`config.mk`:
```
export PLATFORM = sky130hd
export DESIGN_NAME = atf_task_file
export DESIGN_NICKNAME = d
export VERILOG_FILES = /design/src/hw/atf_pkg.sv /design/src/hw/atf_task_file.sv
export SDC_FILE = /design/constraint.sdc
export NUM_CORES = 1
export LEC_CHECK = 0
export BUFFER_PORTS_ARGS = -buffer_cell sky130_fd_sc_hd__buf_2
export CORE_ASPECT_RATIO = 0.7
export CORE_MARGIN = 4
export CORE_UTILIZATION = 45
export DETAILED_ROUTE_END_ITERATION = 16
export PLACE_DENSITY_LB_ADDON = 0.25
export SYNTH_ARGS = -nofsm -noshare
export SYNTH_HDL_FRONTEND = slang
export SYNTH_SLANG_ARGS = --single-unit
```
`constraint.sdc`:
```
create_clock -name clk -period 4.74 [get_ports clk]
set_input_delay 0.474 -clock clk [delete_from_list [all_inputs] [get_ports clk]]
set_output_delay 0.474 -clock clk [all_outputs]
set_load 0.005 [all_outputs]
```
`src/hw/atf_pkg.sv`:
```
package atf_pkg;
  // Task file offsets on the host address lines
  localparam logic [2:0] OFS_DATA = 3'h0;
  localparam logic [2:0] OFS_ERRFEAT = 3'h1;
  localparam logic [2:0] OFS_COUNT = 3'h2;
  localparam logic [2:0] OFS_SECTOR = 3'h3;
  localparam logic [2:0] OFS_CYLLO = 3'h4;
  localparam logic [2:0] OFS_CYLHI = 3'h5;
  localparam logic [2:0] OFS_DEVHEAD = 3'h6;
  localparam logic [2:0] OFS_CMDSTAT = 3'h7;
  // Drive/head field positions
  localparam int LBA_MODE_BIT = 6;
  localparam int DRIVE_SEL_BIT = 4;
  localparam int HEAD_MSB = 3;
  // Status byte bit positions
  localparam int ST_BUSY = 7;
  localparam int ST_READY = 6;
  localparam int ST_SEEKDONE = 4;
  localparam int ST_DRQ = 3;
  localparam int ST_CORRECTED_ERROR_FLAG = 2;
  localparam int ST_ERR = 0;
  // Reset values
  localparam logic [7:0] RST_BYTE = 8'h00;
  localparam logic [7:0] RST_DEVHEAD = 8'ha0;
  localparam logic [15:0] RST_WORD = 16'h0000;
  // Zero sector count stands for this many sectors
  localparam logic [8:0] FULL_SECTORS = 9'h100;
  localparam logic [7:0] ONE_SECTOR = 8'h01;
  // Command engine phase
  typedef enum logic [1:0] {
    PH_IDLE = 2'b00,
    PH_CMD = 2'b01,
    PH_XFER = 2'b10
  } atf_phase_e;
endpackage

```
`src/hw/atf_task_file.sv`:
```
`timescale 1ns/1ps
// Overview of operation
// - 16-bit data port moves buffer words
// - Data shares error address; lanes by width
// - Offset 0, CE2 low: D15-D8 to feature
// - Feature meaning depends on next command
// - Zero sector count means 256 sectors
// - Successful command leaves count at zero
// - Failed command leaves remaining sectors
// - Sector number is start sector/LBA 7-0
// - Cylinder low is cylinder/LBA 15-8
// - Cylinder high is cylinder/LBA 23-16
// - Drive/head bit 6 picks LBA
// - Head select bits give LBA 27-24
// - Data moves only while data request set
// - Host register writes ignored while busy
module atf_task_file
  import atf_pkg::*;
(
  input wire logic clk,
  input wire logic rst,
  input wire logic iordN,
  input wire logic iowrN,
  input wire logic ce1N,
  input wire logic ce2N,
  input wire logic [2:0] hostAddr,
  input wire logic [15:0] hostDataIn,
  output logic [15:0] hostDataOut,
  output logic hostDataOeN,
  output logic cmdStart,
  output logic [7:0] cmdCode,
  output logic [7:0] cmdFeature,
  output logic [8:0] cmdSectors,
  output logic cmdLbaMode,
  output logic [27:0] cmdLba,
  output logic cmdDrive,
  input wire logic xferReq,
  input wire logic sectorDone,
  input wire logic cmdDone,
  input wire logic cmdOk,
  input wire logic [7:0] errorCode,
  input wire logic corrected,
  input wire logic devReady,
  output logic wrWordValid,
  output logic [15:0] wrWord,
  output logic rdWordTake,
  input wire logic [15:0] rdWord,
  output logic busy,
  output logic drq
);

  // Whole module state
  typedef struct packed {
    logic iordS1;
    logic iordS2;
    logic iordPrev;
    logic iowrS1;
    logic iowrS2;
    logic iowrPrev;
    logic [1:0] ceS1;
    logic [1:0] ceS2;
    logic [2:0] addrS1;
    logic [2:0] addrS2;
    logic [15:0] dinS1;
    logic [15:0] dinS2;
    logic [7:0] feature;
    logic [7:0] count;
    logic [7:0] sector;
    logic [7:0] cylLo;
    logic [7:0] cylHi;
    logic [7:0] devHead;
    logic errFlag;
    atf_phase_e phase;
    logic [15:0] readData;
    logic oeN;
    logic wrValid;
    logic [15:0] wrData;
    logic rdTake;
    logic start;
    logic [7:0] code;
    logic [7:0] featSnap;
    logic [8:0] sectors;
    logic lbaMode;
    logic [27:0] lba;
    logic drive;
  } atf_state_s;

  atf_state_s st;
  atf_state_s next_st;
  // Synchronised strobe events
  logic rdEv;
  logic rdEnd;
  logic wrEv;
  logic [7:0] statusByte;

  // Register hit: offset with given chip enable pattern (active low)
  function automatic logic atf_hit(input logic [2:0] a, input logic [1:0] ce,
                                   input logic [2:0] ofs, input logic [1:0] want);
    return (a == ofs) && (ce == want);
  endfunction

  // Read start, read end, write end on synced strobes
  assign rdEv = !st.iordS2 && st.iordPrev;
  assign rdEnd = st.iordS2 && !st.iordPrev;
  assign wrEv = st.iowrS2 && !st.iowrPrev;
  assign busy = (st.phase == PH_CMD);
  assign drq = (st.phase == PH_XFER);

  // Status byte as seen by the host
  always_comb begin
    statusByte = RST_BYTE;
    statusByte[ST_BUSY] = busy;
    statusByte[ST_READY] = devReady;
    statusByte[ST_SEEKDONE] = devReady;
    statusByte[ST_DRQ] = drq;
    statusByte[ST_CORRECTED_ERROR_FLAG] = corrected;
    statusByte[ST_ERR] = st.errFlag;
  end

  // Next state
  always_comb begin
    next_st = st;
    // Two-flop synchronisers on all host bus pins; engine inputs used directly
    next_st.iordS1 = iordN;
    next_st.iordS2 = st.iordS1;
    next_st.iordPrev = st.iordS2;
    next_st.iowrS1 = iowrN;
    next_st.iowrS2 = st.iowrS1;
    next_st.iowrPrev = st.iowrS2;
    next_st.ceS1 = {ce2N, ce1N};
    next_st.ceS2 = st.ceS1;
    next_st.addrS1 = hostAddr;
    next_st.addrS2 = st.addrS1;
    next_st.dinS1 = hostDataIn;
    next_st.dinS2 = st.dinS1;
    // Pulses default low
    next_st.wrValid = 1'b0;
    next_st.rdTake = 1'b0;
    next_st.start = 1'b0;
    // Bus driven only while read strobe held
    next_st.oeN = st.iordS2;

    // Read cycle start: latch the addressed register
    if (rdEv) begin
      if (atf_hit(st.addrS2, st.ceS2, OFS_DATA, 2'b10)) begin
        next_st.readData = drq ? rdWord : RST_WORD;
      end else if (atf_hit(st.addrS2, st.ceS2, OFS_DATA, 2'b01)) begin
        next_st.readData = {errorCode, RST_BYTE};
      end else if (st.ceS2 == 2'b10) begin
        // Byte registers sit on the low lane
        unique case (st.addrS2)
          OFS_ERRFEAT: next_st.readData = {RST_BYTE, errorCode};
          OFS_COUNT: next_st.readData = {RST_BYTE, st.count};
          OFS_SECTOR: next_st.readData = {RST_BYTE, st.sector};
          OFS_CYLLO: next_st.readData = {RST_BYTE, st.cylLo};
          OFS_CYLHI: next_st.readData = {RST_BYTE, st.cylHi};
          OFS_DEVHEAD: next_st.readData = {RST_BYTE, st.devHead};
          OFS_CMDSTAT: next_st.readData = {RST_BYTE, statusByte};
          OFS_DATA: next_st.readData = RST_WORD;
        endcase
      end else begin
        // Unselected or alternate space reads as status
        next_st.readData = {RST_BYTE, statusByte};
      end
    end

    // word consumed at end of data read
    if (rdEnd && drq && atf_hit(st.addrS2, st.ceS2, OFS_DATA, 2'b10)) begin
      next_st.rdTake = 1'b1;
    end

    // Write cycle end
    if (wrEv) begin
      if (atf_hit(st.addrS2, st.ceS2, OFS_DATA, 2'b01) && !busy) begin
        next_st.feature = st.dinS2[15:8];
      end
      // data port write only with request
      if (atf_hit(st.addrS2, st.ceS2, OFS_DATA, 2'b10) && drq) begin
        next_st.wrValid = 1'b1;
        next_st.wrData = st.dinS2;
      end
      if (st.ceS2 == 2'b10 && !busy) begin
        unique case (st.addrS2)
          OFS_ERRFEAT: next_st.feature = st.dinS2[7:0];
          OFS_COUNT: next_st.count = st.dinS2[7:0];
          OFS_SECTOR: next_st.sector = st.dinS2[7:0];
          OFS_CYLLO: next_st.cylLo = st.dinS2[7:0];
          OFS_CYLHI: next_st.cylHi = st.dinS2[7:0];
          OFS_DEVHEAD: next_st.devHead = st.dinS2[7:0];
          OFS_CMDSTAT: begin
            next_st.start = 1'b1;
            next_st.phase = PH_CMD;
            next_st.errFlag = 1'b0;
            next_st.code = st.dinS2[7:0];
            next_st.featSnap = st.feature;
            next_st.sectors = (st.count == RST_BYTE) ? FULL_SECTORS : {1'b0, st.count};
            next_st.lbaMode = st.devHead[LBA_MODE_BIT];
            next_st.drive = st.devHead[DRIVE_SEL_BIT];
            next_st.lba = {st.devHead[HEAD_MSB:0], st.cylHi, st.cylLo, st.sector};
          end
          OFS_DATA: next_st.count = st.count;
        endcase
      end
    end

    // Engine progress
    unique case (st.phase)
      PH_IDLE: next_st.phase = next_st.phase;
      PH_CMD: begin
        // Engine asks for data
        if (xferReq) begin
          next_st.phase = PH_XFER;
        end
      end
      PH_XFER: begin
        // Sector boundary returns to busy
        if (sectorDone && !xferReq) begin
          next_st.phase = PH_CMD;
        end
      end
      default: next_st.phase = PH_IDLE;
    endcase

    if (sectorDone && st.phase != PH_IDLE) begin
      next_st.count = st.count - ONE_SECTOR;
    end

    // Command completion
    if (cmdDone && st.phase != PH_IDLE) begin
      next_st.phase = PH_IDLE;
      if (cmdOk) begin
        next_st.count = RST_BYTE;
      end else begin
        next_st.errFlag = 1'b1;
      end
    end
  end

  // State register
  always_ff @(posedge clk) begin
    if (rst) begin
      st <= '0;
      st.iordS1 <= 1'b1;
      st.iordS2 <= 1'b1;
      st.iordPrev <= 1'b1;
      st.iowrS1 <= 1'b1;
      st.iowrS2 <= 1'b1;
      st.iowrPrev <= 1'b1;
      st.ceS1 <= 2'b11;
      st.ceS2 <= 2'b11;
      st.devHead <= RST_DEVHEAD;
      st.phase <= PH_IDLE;
      st.oeN <= 1'b1;
    end else begin
      st <= next_st;
    end
  end

  // Outputs straight from state
  assign hostDataOut = st.readData;
  assign hostDataOeN = st.oeN;
  assign cmdStart = st.start;
  assign cmdCode = st.code;
  assign cmdFeature = st.featSnap;
  assign cmdSectors = st.sectors;
  assign cmdLbaMode = st.lbaMode;
  assign cmdLba = st.lba;
  assign cmdDrive = st.drive;
  assign wrWordValid = st.wrValid;
  assign wrWord = st.wrData;
  assign rdWordTake = st.rdTake;
endmodule // atf_task_file

```
# Word-level counts from Yosys, hierarchy flattened
# Cells that the tools add are included.
dict set report totals {
  regBits 189
  output_inout_bits 93
  word_cells 103
}
dict set report classes {
  n_addsub 1
  eq_ne 11
  mux 27
  bitwise_logic 2
  n_reduce_logical 31
}
# operator n
set op_table {}
lappend op_table {{$pmux 16 s8} 1}
lappend op_table {{$mux 8} 10}
lappend op_table {{$mux 16} 4}
lappend op_table {{$mux 56} 1}
lappend op_table {{$mux 51} 1}
lappend op_table {{$mux 43} 1}
lappend op_table {{$mux 17} 1}
lappend op_table {{$reduce_and 3->1} 5}
lappend op_table {{$logic_and 1x1->1} 13}
lappend op_table {{$eq 3x3->1 const B} 4}
lappend op_table {{$mux 9} 1}
lappend op_table {{$logic_not 8->1} 1}
lappend op_table {{$sub 8x1->8 const B} 1}
lappend op_table {{$eq 3x2->1 const B} 2}
lappend op_table {{$mux 3} 2}
lappend op_table {{$pmux 2 s3} 1}
lappend op_table {{$logic_not 1->1} 5}
lappend op_table {{$eq 2x1->1 const B} 2}
lappend op_table {{$eq 2x2->1 const B} 2}
lappend op_table {{$mux 2} 2}
lappend op_table {{$reduce_or 2->1} 2}
lappend op_table {{$eq 3x1->1 const B} 1}
lappend op_table {{$logic_not 3->1} 1}
lappend op_table {{$reduce_or 3->1} 1}
lappend op_table {{other kinds (5)} 7}

# Logic depth before layout (Yosys ltp)
# Gate-level depths: netlist (run 1).
dict set report logic_depth {
  depth_word 10
  ltp_mapped 8
  mapped_depth_nobuf 6
}

# Least setup slack after synthesis (run 1)
# Ideal clock, no wire load.
dict set report synth_timing {
  path_kind {register to register}
  start {reg st[175] (netlist bit)}
  end {reg st[136] (netlist bit)}
  arrival_time_ns 1.731
  required_ns 4.606
  path_slack_ns 2.875
  stages_incl_launch_ff 7
  path_buffers 2
  synth_period_minus_slack_ns 1.865
  path_cell_list {dfxtp_1 buf_2 nor4b_1 a22o_2 and2_1 clkbuf_1 a211oi_1}
}
dict set report synth_via {
  elab_chain_cells 6
  word_cells_on_any_way 7
}
# element line
set synth_rtl {}
lappend synth_rtl {{from (decl)} atf_task_file.sv:88} ;# atf_state_s st;
lappend synth_rtl {{from (signal assigned)} atf_task_file.sv:255} ;# st <= next_st;
lappend synth_rtl {{$logic_not 3->1} atf_task_file.sv:99} ;# return (a == ofs) && (ce == want);
lappend synth_rtl {{$logic_and 1x1->1} atf_task_file.sv:99}
lappend synth_rtl {{$logic_and 1x1->1} atf_task_file.sv:174} ;# if (atf_hit(st.addrS2, st.ceS2, OFS_DATA, 2'b01) && !busy) begin
lappend synth_rtl {{$mux 8} atf_task_file.sv:174}
lappend synth_rtl {{$mux 8} atf_task_file.sv:183} ;# unique case (st.addrS2)
lappend synth_rtl {{$mux 51 (*)} atf_task_file.sv:182} ;# if (st.ceS2 == 2'b10 && !busy) begin
# Mark *: on every way between the ends. The rest lies on a longest branch, timed or not.
# A chain may end at the register's enable or synchronous reset.

# Worst setup path in the final report (run 1)
dict set report layout_timing {
  start {reg st[176] (netlist bit)}
  end {reg st[99] (netlist bit)}
}
dict set report layout_via {
  elab_chain_cells 2
}
# element line
set layout_rtl {}
lappend layout_rtl {{$eq 3x3->1} atf_task_file.sv:183}
lappend layout_rtl {{$reduce_and 3->1 (no line)} -}
# No other way between the ends.

==> metrics.md, run 1 <==
| Metric | Value |
|---|---|
| Setup TNS | 0 ns |
| Yosys top cell area share | between 40% and 50% |
| Post-synthesis xor/xnor area fraction | 0% |
| Design Area, Final | 8876 µm² |
| RSZ-0062 raised after global routing | no |
| Ys flop type | dfxtp_1 |
| Synth Area in Adders | less than 1% |
| Critical path, cell by cell | inv_1, nor2_1, nand2_1, a211o_1 |
| Largest net degree at the start of global routing | 97 |
| All-Layer GR Usage | about a fifth |
| P_sw | 730.1 µW |
| Mux share of post-synthesis cell area | under 10% |
| Clock Pin Slew Worst Setup and Hold Paths | approximately 0.070 ns |
| Hold-fix buffers, CTS | 0 |
| Wirelength, routed | 21.24 mm |
| DP HPWL | between 10 and 15 mm |
| Utilization after layout | between 50% and 60% |
| Pint | between 2000 and 2500 µW |
| Relative slew slack | a little under 20% |
| Total congestion overflow | 0 |
| Max clock buf depth | 2 |
| Reg area | between 3000 and 4000 µm² |
| Placed cell area | between 8000 and 9000 µm² |
| Buffers inserted by post-CTS timing repair | 0 |
| Number of antenna violations at the first check in global routing | 2 |
| Worst-margin pin slew | 1.203 ns |
| TritonRoute pass-1 iters | 5 |
| Final Cycle Share | 60.05% |
| Die Ht | around 120 µm |
| Seq/Total Area, Yosys | a little under half |
| Static leakage | 0.003461 µW |
| Via-per-instance ratio | between 5 and 6 |
| Max-Cap Viols | 0 |
| Number of unique standard cell types used by synthesis | 63 |
| CTS tree | yes |
| Simple-gate share of the synthesized area | between 20% and 30% |
| Area of the multi-input gates | 3358 µm² |
| Pwr dens | 361.5 nW/µm² |
| Top cells by area, synth | dfxtp_1, buf_4, a21oi_1 |
| Post-Synthesis Cells | around 950 |
| Die ar. | between 20,000 and 25,000 µm² |
| Clock latency on the worst-skew pair | approximately 0.43 ns |
| Worst path max stage delay | 1.12 ns |
| Post-Synthesis Cell Area | around 8100 µm² |
| Most frequent cell after synthesis | dfxtp_1 |
| Finished Layout Cells | 1,211 |
| YS warnings | 0 |
| Clk sink count | around 190 |
| Sequential share of power | about half |
| Routed len/inst | 17.54 µm |
| Port bufs | about 150 |
| Fin crit period | around 2.8 ns |
| Arrival @ worst endpoint | between 3 and 4 ns |
| Inst Count DP | approximately 1.2k |
| Register bit count reported by yosys | ~190 |
| Largest family of logic cells by synthesized area | simple AND/OR/NAND/NOR gates |
| Delay-heaviest family, CP | flip-flops |
| Syn avg cell area | between 8 and 9 µm² |
| Sw frac | a little under a quarter |
| Status | finished, final reports clean |
| Final setup viols | 0 |
| P&R area growth vs syn | 9.475% |
| DIE WIDTH | approximately 170 µm |
| Setup crit start kind | flop |
| Crit-path slowest cell | dfxtp_1 |
| Post-CTS sizing | 0 |
| Mapped Nets | 1,002 |
| Iteration-0 DRC Markers | 523 |
| First-pass GRT wire length | around 34 mm |
| Htree depth | 4 |
| CTS root buffer | clkbuf_16 |
| Crit path buf inv count | 1 |
| Num ports | between 100 and 150 |
| Maximum clock rate | roughly 0.35 GHz |
| Worst EP required | just over 5 ns |
| Layout cells sized above 1 | 21.86% |
| Clk network pwr share | 44.7% |
| Core ar. | approximately 17,000 µm² |
| Compound-gate portion of the synthesized area | about 17% |
| DRT antenna net count | 0 |
| Synth cell count leaders | dfxtp_1, nand2_1, a21oi_1 |
| Maximum vdd drop | between 0.00015 and 0.0002 V |
| DRC Markers | 0 |
| Asr flop ratio synth | 0% |
| Synth area leader | dfxtp_1 |
| Final Max Slew Viols | 0 |
| Setup CP Type | flop to flop |
| Fin Clk Skew | 0.009345 ns |
| Comb power frac | under 10% |
| Vias in the first global route | a little over 6k |
| Fin nets | between 1k and 1.5k |
| DR vias | approximately 6.6k |
| Fillers | between 1.5k and 2k |
| Row count | 40 |
| Final Hold Viols | 0 |
| Post-synth EDFFs | 0 |
| Gp weighted congestion | 0.8706 |
| Starting Density | a little under half |
| Crit Path Max Fanout | 29 |
| CP Capture Type | flop |
| CTS Buf Count | 17 |
| Worst min path class | primary input to flop |
## metrics by stage
step	hold slack (ns)	total power [µW]	worst slack, ns
after CTS	0.1994	3240	1.974
final	0.2180	3208	1.894
after detailed placement	0.3928	1808	1.956
after floorplan	0.3895	1755	2.875
after global placement	0.3911	1807	2.066
after global routing	0.2036	3326	1.704
## final timing paths
check,slack (ns),cells past startpoint,start,to
max reg2reg,1.89,4,st[176]$_SDFF_PP0_,st[99]$_SDFFE_PP1P_
min reg2reg,0.41,1,next_st[181]$_SDFF_PP1_,st[181]$_SDFF_PP1_
min,0.22,2,iordN,next_st[188]$_SDFF_PP1_
max,1.89,4,st[176]$_SDFF_PP0_,st[99]$_SDFFE_PP1P_
## power groups by stage
stage	clock (µW)	combinational, µW	sequential (µW)
6_report	1430	137	1640
4_1_cts	1470	136	1640
2_1_floorplan	0	99.2	1660
5_1_grt	1540	150	1640
3_3_place_gp	0	135	1670
3_5_place_dp	0	136	1670
## worst reg2reg max path, cell delays in order (launching register included)
cell and delay [ns]:
dfxtp_1 1.12, inv_1 0.53, nor2_1 0.61, nand2_1 0.15, a211o_1 0.33
## flip-flops by register name, summed over array words and instances, names as in the netlist, 8 cells and up
name and flops:
st 73, cmdLba 28, next_st 25, hostDataOut 16, wrWord 16, cmdSectors 9
cmdCode 8, cmdFeature 8
## cells by family (layout without fill, tap and decap cells)
kind of cell / after synthesis / count (layout)
flops: 189 / 189
fa+ha+maj: 2 / 2
simple gates: 325 / 325
compound gates: 236 / 236
other cells: 0 / 1
mux: 29 / 29
buf+inv: 164 / 198
## cells in the final DEF, fill, tap and decap left out, types with 5 or more instances in the layout
master and instances:
a221oi_1 8, nand3_1 33, inv_1 8, o22ai_1 8, nand2b_1 8, and3_1 6
a211oi_1 10, a31oi_1 9, o211ai_1 7, nand2_1 150, nor2_1 27, nor2b_1 48
mux2i_1 24, nand4_1 5, buf_4 11, a21oi_1 115, clkbuf_16 17, or2_2 14
o21ai_0 44, buf_2 146, dfxtp_1 189
## layer usage
metal	up-vias	GRT usage, %	part of all wire, %
li1	3217	-	-
met1	3073	28.78	46
met2	245	31.95	44
met3	22	5.850	8.8
met4	2	6.183	1.4
met5	-	0	0.042
## cell type report
cell class / count / area share, %
Antenna cell: 1 / 0.02819
Clock buffer: 20 / 5.145
Clock inverter: 11 / 1.494
Inverter: 10 / 0.4511
Multi-Input combinational cell: 592 / 37.83
Sequential cell: 189 / 42.63
Tap cell: 231 / 3.256
Timing Repair Buffer: 157 / 9.163
Note: power is estimated with default switching activity, not from simulation.
==> run 2, diff against run 1 <==
==> constraint.sdc (replaced) <==
create_clock -name clk -period 2.7 [get_ports clk]
set_input_delay 0.27 -clock clk [delete_from_list [all_inputs] [get_ports clk]]
set_output_delay 0.27 -clock clk [all_outputs]
set_load 0.005 [all_outputs]
==> run 2 against run 1 <==
  * Cell area grew 1.4%
  * Die area is the same
  * Critical path depth grew 2
  * Non-clock buffer count increased by 14
  * Routed wire length up 0.89%
  * Clock skew about the same
  * Hold slack got worse by 0.19 ns
  * Flip-flop and latch count unchanged
  * Global-route usage rose by 0.075 points
  * Critical path type unchanged
==> metrics.md, run 2 (same netlist as run 1, synthesis figures left out) <==
| Metric | Value |
|---|---|
| Status | finished, final reports clean |
| Final Hold Viols | 0 (unchanged) |
| DRC Markers | 0 (unchanged) |
| Worst-margin pin slew | 0.8500 ns (-0.3531 ns) |
| Port bufs | 147 (unchanged) |
| Die ar. | 20,260 µm² (unchanged) |
| First-pass GRT wire length | 33.60 mm (about the same) |
| P&R area growth vs syn | 10.97% |
| N_diodes | 0 (-1) |
| Utilization after layout | 51.66% (+0.70 points) |
| CTS tree | yes |
| Final hold slack | 0.02770 ns (-0.1903 ns) |
| Post-CTS sizing | 0 (unchanged) |
| Num ports | 148 (unchanged) |
| Reg area | 3784 µm² (unchanged) |
| Design Area, Final | 8997 µm² (+1.4%) |
| Static leakage | 0.003532 µW (+2.1%) |
| Htree depth | 4 (unchanged) |
| Area of the multi-input gates | 3358 µm² (unchanged) |
| Number of antenna violations at the first check in global routing | 2 (unchanged) |
| DR vias | 6,590 (+0.47%) |
| Routed len/inst | 17.49 µm (-0.27%) |
| TritonRoute pass-1 iters | 7 (+2) |
| Core ar. | 17,420 µm² (unchanged) |
| Row count | 40 (unchanged) |
| Final Cycle Share | 82.97% (+23 points) |
| Fin Clk Skew | 0.009573 ns (+0.0002282 ns) |
| Maximum vdd drop | 0.0003744 V (+100%) |
| CTS root buffer | clkbuf_16 |
| Largest net degree at the start of global routing | 90 (-7.2%) |
| Maximum clock rate | 0.4464 GHz (+27%) |
| Power after layout | 5660 µW (+76%) |
| Via-per-instance ratio | 5.380 (-0.68%) |
| Fin crit period | 2.240 ns (-0.6059 ns) |
| Clock latency on the worst-skew pair | 0.44 ns (about the same) |
| DP HPWL | 15.10 mm (+2.3%) |
| Largest reg by FF count | st |
| Crit path from | st[92]$_SDFF_PP0_ |
| Final setup viols | 0 (unchanged) |
| Iteration-0 DRC Markers | 629 (+20%) |
| Max reg flops | 73 (unchanged) |
| Final Max Slew Viols | 0 (unchanged) |
| Worst EP required | 2.98 ns (-2.08 ns) |
| DIE WIDTH | 168.4 µm (unchanged) |
| Relative slew slack | 43.34% (+24 points) |
| Max clock buf depth | 2 (unchanged) |
| Commonest non-fill, non-tap cells in the layout | dfxtp_1, nand2_1, buf_2, a21oi_1, nor2b_1 |
| Max-Cap Viols | 0 (unchanged) |
| Setup TNS | 0 ns (unchanged) |
| Arrival @ worst endpoint | 2.52 ns (-0.64 ns) |
| CP Capture Type | flop |
| Fin nets | 1,038 (+1.4%) |
| Setup crit start kind | flop |
| Starting Density | 46.55% (unchanged) |
| Die Ht | 120.3 µm (unchanged) |
| Setup CP Type | flop to flop |
| FF-to-FF Start | st[92]$_SDFF_PP0_ |
| RSZ-0062 raised after global routing | no |
| CTS Buf Count | 17 (unchanged) |
| Gp weighted congestion | 0.8696 (-0.11%) |
| Placed cell area | 8387 µm² (+1.2%) |
| Layout cells sized above 1 | 22.84% (+0.98 points) |
| Pwr dens | 629.1 nW/µm² (+74%) |
| Fillers | 1,682 (+1.9%) |
| Total congestion overflow | 0 (unchanged) |
| DRT antenna net count | 0 (unchanged) |
| Vias in the first global route | 6,122 (-1.5%) |
| Worst min path class | primary input to flop |
| All-Layer GR Usage | 20.93% (+0.075 points) |
| Clk sink count | 189 (unchanged) |
| Commonest non-fill, non-tap cell in the layout | dfxtp_1 |
| Wirelength, routed | 21.43 mm (+0.89%) |
| Min-delay src | ce2N |
| Crit Path Max Fanout | 45 (+55%) |
| Clock Pin Slew Worst Setup and Hold Paths | 0.07 ns (about the same) |
## run 2: changes by cell type in the layout (fill, tap and decap cells not counted), sizes merged
cell and delta:
bufinv -1, clkinv -3, inv +4, buf +12, diode -1, dlygate4sd3 +2
clkbuf +1
## run 2: layer usage
metal	vias to the layer above	track usage [%]	wire length, µm
met3	23	6.340	1966
met4	4	5.322	227
met2	271	31.34	9287
met1	3052	29.51	9931
li1	3240	-	-
met5	-	0	15
## run 2: timing repair
action / in CTS / in global routing
hold buffers: 2 / 0
endpoints found under the hold margin: 2 / 0
buffers inserted: 0 / 0
## run 2: worst paths after layout
check / end / slack [ns] / depth (start not counted)
max: cmdCode[5]$_SDFFE_PP0P_ / 0.46 / 6
min: next_st[181]$_SDFF_PP1_ / 0.03 / 2
max reg2reg: cmdCode[5]$_SDFFE_PP0P_ / 0.46 / 6
min reg2reg: next_st[74]$_SDFF_PP1_ / 0.41 / 1
## run 2: layout make-up
class                           instances  area share (%)
Multi-Input combinational cell        592           37.32
Clock inverter                         11           1.335
Timing Repair Buffer                  171           10.40
Tap cell                              231           3.212
Sequential cell                       189           42.05
Clock buffer                           21           5.229
Inverter                               10          0.4450
## run 2: power breakdown
| group | switching, µW | internal [µW] |
|---|---|---|
| Sequential | 38.2 | 2830 |
| Combinational | 150 | 102 |
| Clock | 1160 | 1380 |
| Total | 1350 | 4310 |
## run 2: worst max-delay path, cell delays in order, from the launching register on
cell	delay, ns
dfxtp_1	0.40
nand2b_1	0.33
inv_4	0.12
or4_4	0.69
buf_4	0.32
nand2_1	0.13
a21oi_1	0.07
## run 2: metrics by stage
stage | instances | setup WS (ns)
4_1_cts | 1225 | 0.4800
2_1_floorplan | 945 | 0.8350
5_1_grt | 1225 | 0.3152
3_5_place_dp | 1191 | 0.4853
6_report | 1225 | 0.4597
3_3_place_gp | 1191 | 0.5656
==> run 3, diff against run 2 <==
==> constraint.sdc (replaced) <==
create_clock -name clk -period 2.16 [get_ports clk]
set_input_delay 0.216 -clock clk [delete_from_list [all_inputs] [get_ports clk]]
set_output_delay 0.216 -clock clk [all_outputs]
set_load 0.005 [all_outputs]
==> run 3 against run 2 <==
  * Sequential share of layout area decreased by 1.4 points
  * Critical path type unchanged
  * Cell area increased by 3.5%
  * Die area unchanged
  * Hold slack got worse by 0.0042 ns
  * Sequential power increased by 25%
  * Via count increased by 2.1%
  * Combinational power increased by 40%
  * Non-clock buffer count increased by 35
  * Global-route usage increased by 0.48 points
  * Cell count increased by 2.5%
==> metrics.md, run 3 (same netlist as run 1, synthesis figures left out) <==
| Metric | Value |
|---|---|
| Status | finished, final reports clean |
| DR vias | 6,730 (+2.1%) |
| Vias in the first global route | 6,270 (+2.4%) |
| Setup crit start kind | flop |
| Design Area, Final | 9310 µm² (+3.5%) |
| Row count | 40 (unchanged) |
| Crit path top cell by count | or4_1 |
| Relative slew slack | 60.21% (+17 points) |
| First-pass GRT wire length | 34.40 mm (+2.4%) |
| FF-to-FF path depth | 4 (-2) |
| Final hold slack | 0.02347 ns (-0.004224 ns) |
| Gp weighted congestion | 0.8636 (-0.69%) |
| Clock latency on the worst-skew pair | 0.43 ns (about the same) |
| Pwr dens | 744.1 nW/µm² (+18%) |
| Worst min path class | primary input to flop |
| Arrival @ worst endpoint | 2.32 ns (-0.20 ns) |
| Power after layout | 6928 µW (+22%) |
| Port bufs | 147 (unchanged) |
| Fin Clk Skew | 0.006654 ns (-0.002919 ns) |
| Commonest non-fill, non-tap cells in the layout | dfxtp_1, nand2_1, buf_2, a21oi_1, nor2b_1 |
| Number of antenna violations at the first check in global routing | 1 (-1) |
| DIE WIDTH | 168.4 µm (unchanged) |
| N_diodes | 0 (unchanged) |
| DRT antenna net count | 0 (unchanged) |
| Min-delay src | hostAddr[0] |
| Hold-fix buffers, CTS | 22 (+20) |
| Crit Path Max Fanout | 6 (-87%) |
| Starting Density | 46.55% (unchanged) |
| Clk sink count | 189 (unchanged) |
| Max clock buf depth | 2 (unchanged) |
| Htree depth | 4 (unchanged) |
| DP HPWL | 15.20 mm (+0.72%) |
| All-Layer GR Usage | 21.41% (+0.48 points) |
| Worst Hold Endpoint | next_st[174]$_SDFF_PP0_ |
| CP Capture Type | flop |
| Fin crit period | 1.968 ns (-0.2725 ns) |
| Hold depth | 2 (unchanged) |
| FF-to-FF Start | st[131]$_SDFF_PP0_ |
| Final Cycle Share | 91.10% (+8.1 points) |
| Largest net degree at the start of global routing | 55 (-39%) |
| Final Hold Viols | 0 (unchanged) |
| Die Ht | 120.3 µm (unchanged) |
| Maximum clock rate | 0.5082 GHz (+14%) |
| Routed len/inst | 17.29 µm (-1.1%) |
| Critical path, cell by cell | or4_1, or4_1, or2_2, a31oi_1 |
| Max reg flops | 73 (unchanged) |
| Setup TNS | 0 ns (unchanged) |
| Final setup viols | 0 (unchanged) |
| Buffers inserted by post-CTS timing repair | 0 (unchanged) |
| Reg-to-Reg End | st[133]$_SDFF_PP0_ |
| Via-per-instance ratio | 5.358 (-0.40%) |
| Die ar. | 20,260 µm² (unchanged) |
| Delay-heaviest family, CP | simple AND/OR/NAND/NOR gates |
| DRC Markers | 0 (unchanged) |
| Placed cell area | 8537 µm² (+1.8%) |
| RSZ-0062 raised after global routing | no |
| CTS Buf Count | 17 (unchanged) |
| Commonest non-fill, non-tap cell in the layout | dfxtp_1 |
| Post-CTS sizing | 0 (unchanged) |
| Iteration-0 DRC Markers | 484 (-23%) |
| CTS root buffer | clkbuf_16 |
| Crit-path slowest cell | or4_1 |
| Maximum vdd drop | 0.0004680 V (+25%) |
| Worst-margin pin slew | 0.5946 ns (-0.2554 ns) |
| Worst EP required | 2.51 ns (-0.47 ns) |
| Worst path max stage delay | 0.53 ns (-0.16 ns) |
| Total congestion overflow | 0 (unchanged) |
| R2R setup slack | 0.19 ns (-0.27 ns) |
| Layout cells sized above 1 | 23.32% (+0.48 points) |
| Final Max Slew Viols | 0 (unchanged) |
| Max-Cap Viols | 0 (unchanged) |
| Crit path buf inv count | 0 (-2) |
| CTS tree | yes |
| Core ar. | 17,420 µm² (unchanged) |
| Largest reg by FF count | st |
| TritonRoute pass-1 iters | 7 (unchanged) |
| Clock Pin Slew Worst Setup and Hold Paths | 0.06 ns (about the same) |
| Fin nets | 1,073 (+3.4%) |
| Static leakage | 0.003680 µW (+4.2%) |
| Num ports | 148 (unchanged) |
| P&R area growth vs syn | 14.83% |
| Setup CP Type | flop to flop |
| Wirelength, routed | 21.72 mm (+1.4%) |
## run 3: layer usage
metal / GRT usage [%] / share of wire, % / vias up
li1: - / - / 3304
met1: 30.20 / 48 / 3159
met2: 32.25 / 44 / 240
met3: 5.817 / 7.3 / 25
met4: 6.133 / 1.4 / 2
met5: 0 / 0.051 / -
## run 3: cell type report
cell class | instances | area [µm²]
timing repair buffer | 206 | 1286
fill | 1615 | 8107
tap | 231 | 289.0
sequential | 189 | 3784
clock buffer | 20 | 466.7
clock inverter | 8 | 86.33
inverter | 10 | 40.04
multi-input combinational | 592 | 3358
## run 3: per-stage QoR
| stage | util, % | worst slack [ns] | std cells |
|---|---|---|---|
| after global placement | 49.02 | 0.2596 | 1206 |
| after floorplan | - | 0.2950 | 945 |
| after global routing | 53.46 | 0.1292 | 1256 |
| after CTS | 53.46 | 0.2014 | 1256 |
| after detailed placement | 49.02 | 0.2318 | 1206 |
| final | 53.46 | 0.1923 | 1256 |
## run 3: how the worst max path moves through the flow
stage                                   from                    to  slack (ns)  cells after the start
after detailed placement  st[131]$_SDFF_PP0_    st[133]$_SDFF_PP0_        0.23                      4
after global placement    st[131]$_SDFF_PP0_    st[133]$_SDFF_PP0_        0.26                      4
after global routing      st[131]$_SDFF_PP0_    st[133]$_SDFF_PP0_        0.13                      4
final                     st[131]$_SDFF_PP0_    st[133]$_SDFF_PP0_        0.19                      4
after CTS                 st[131]$_SDFF_PP0_    st[133]$_SDFF_PP0_        0.20                      4
after floorplan           st[175]$_SDFF_PP0_  st[136]$_SDFFE_PP0N_        0.30                      6
## run 3: report_power, final
part	total, µW	internal, µW	switching, µW
clock	2980	1660	1320
sequential	3590	3540	46.6
combinational	355	159	196
total	6930	5370	1560
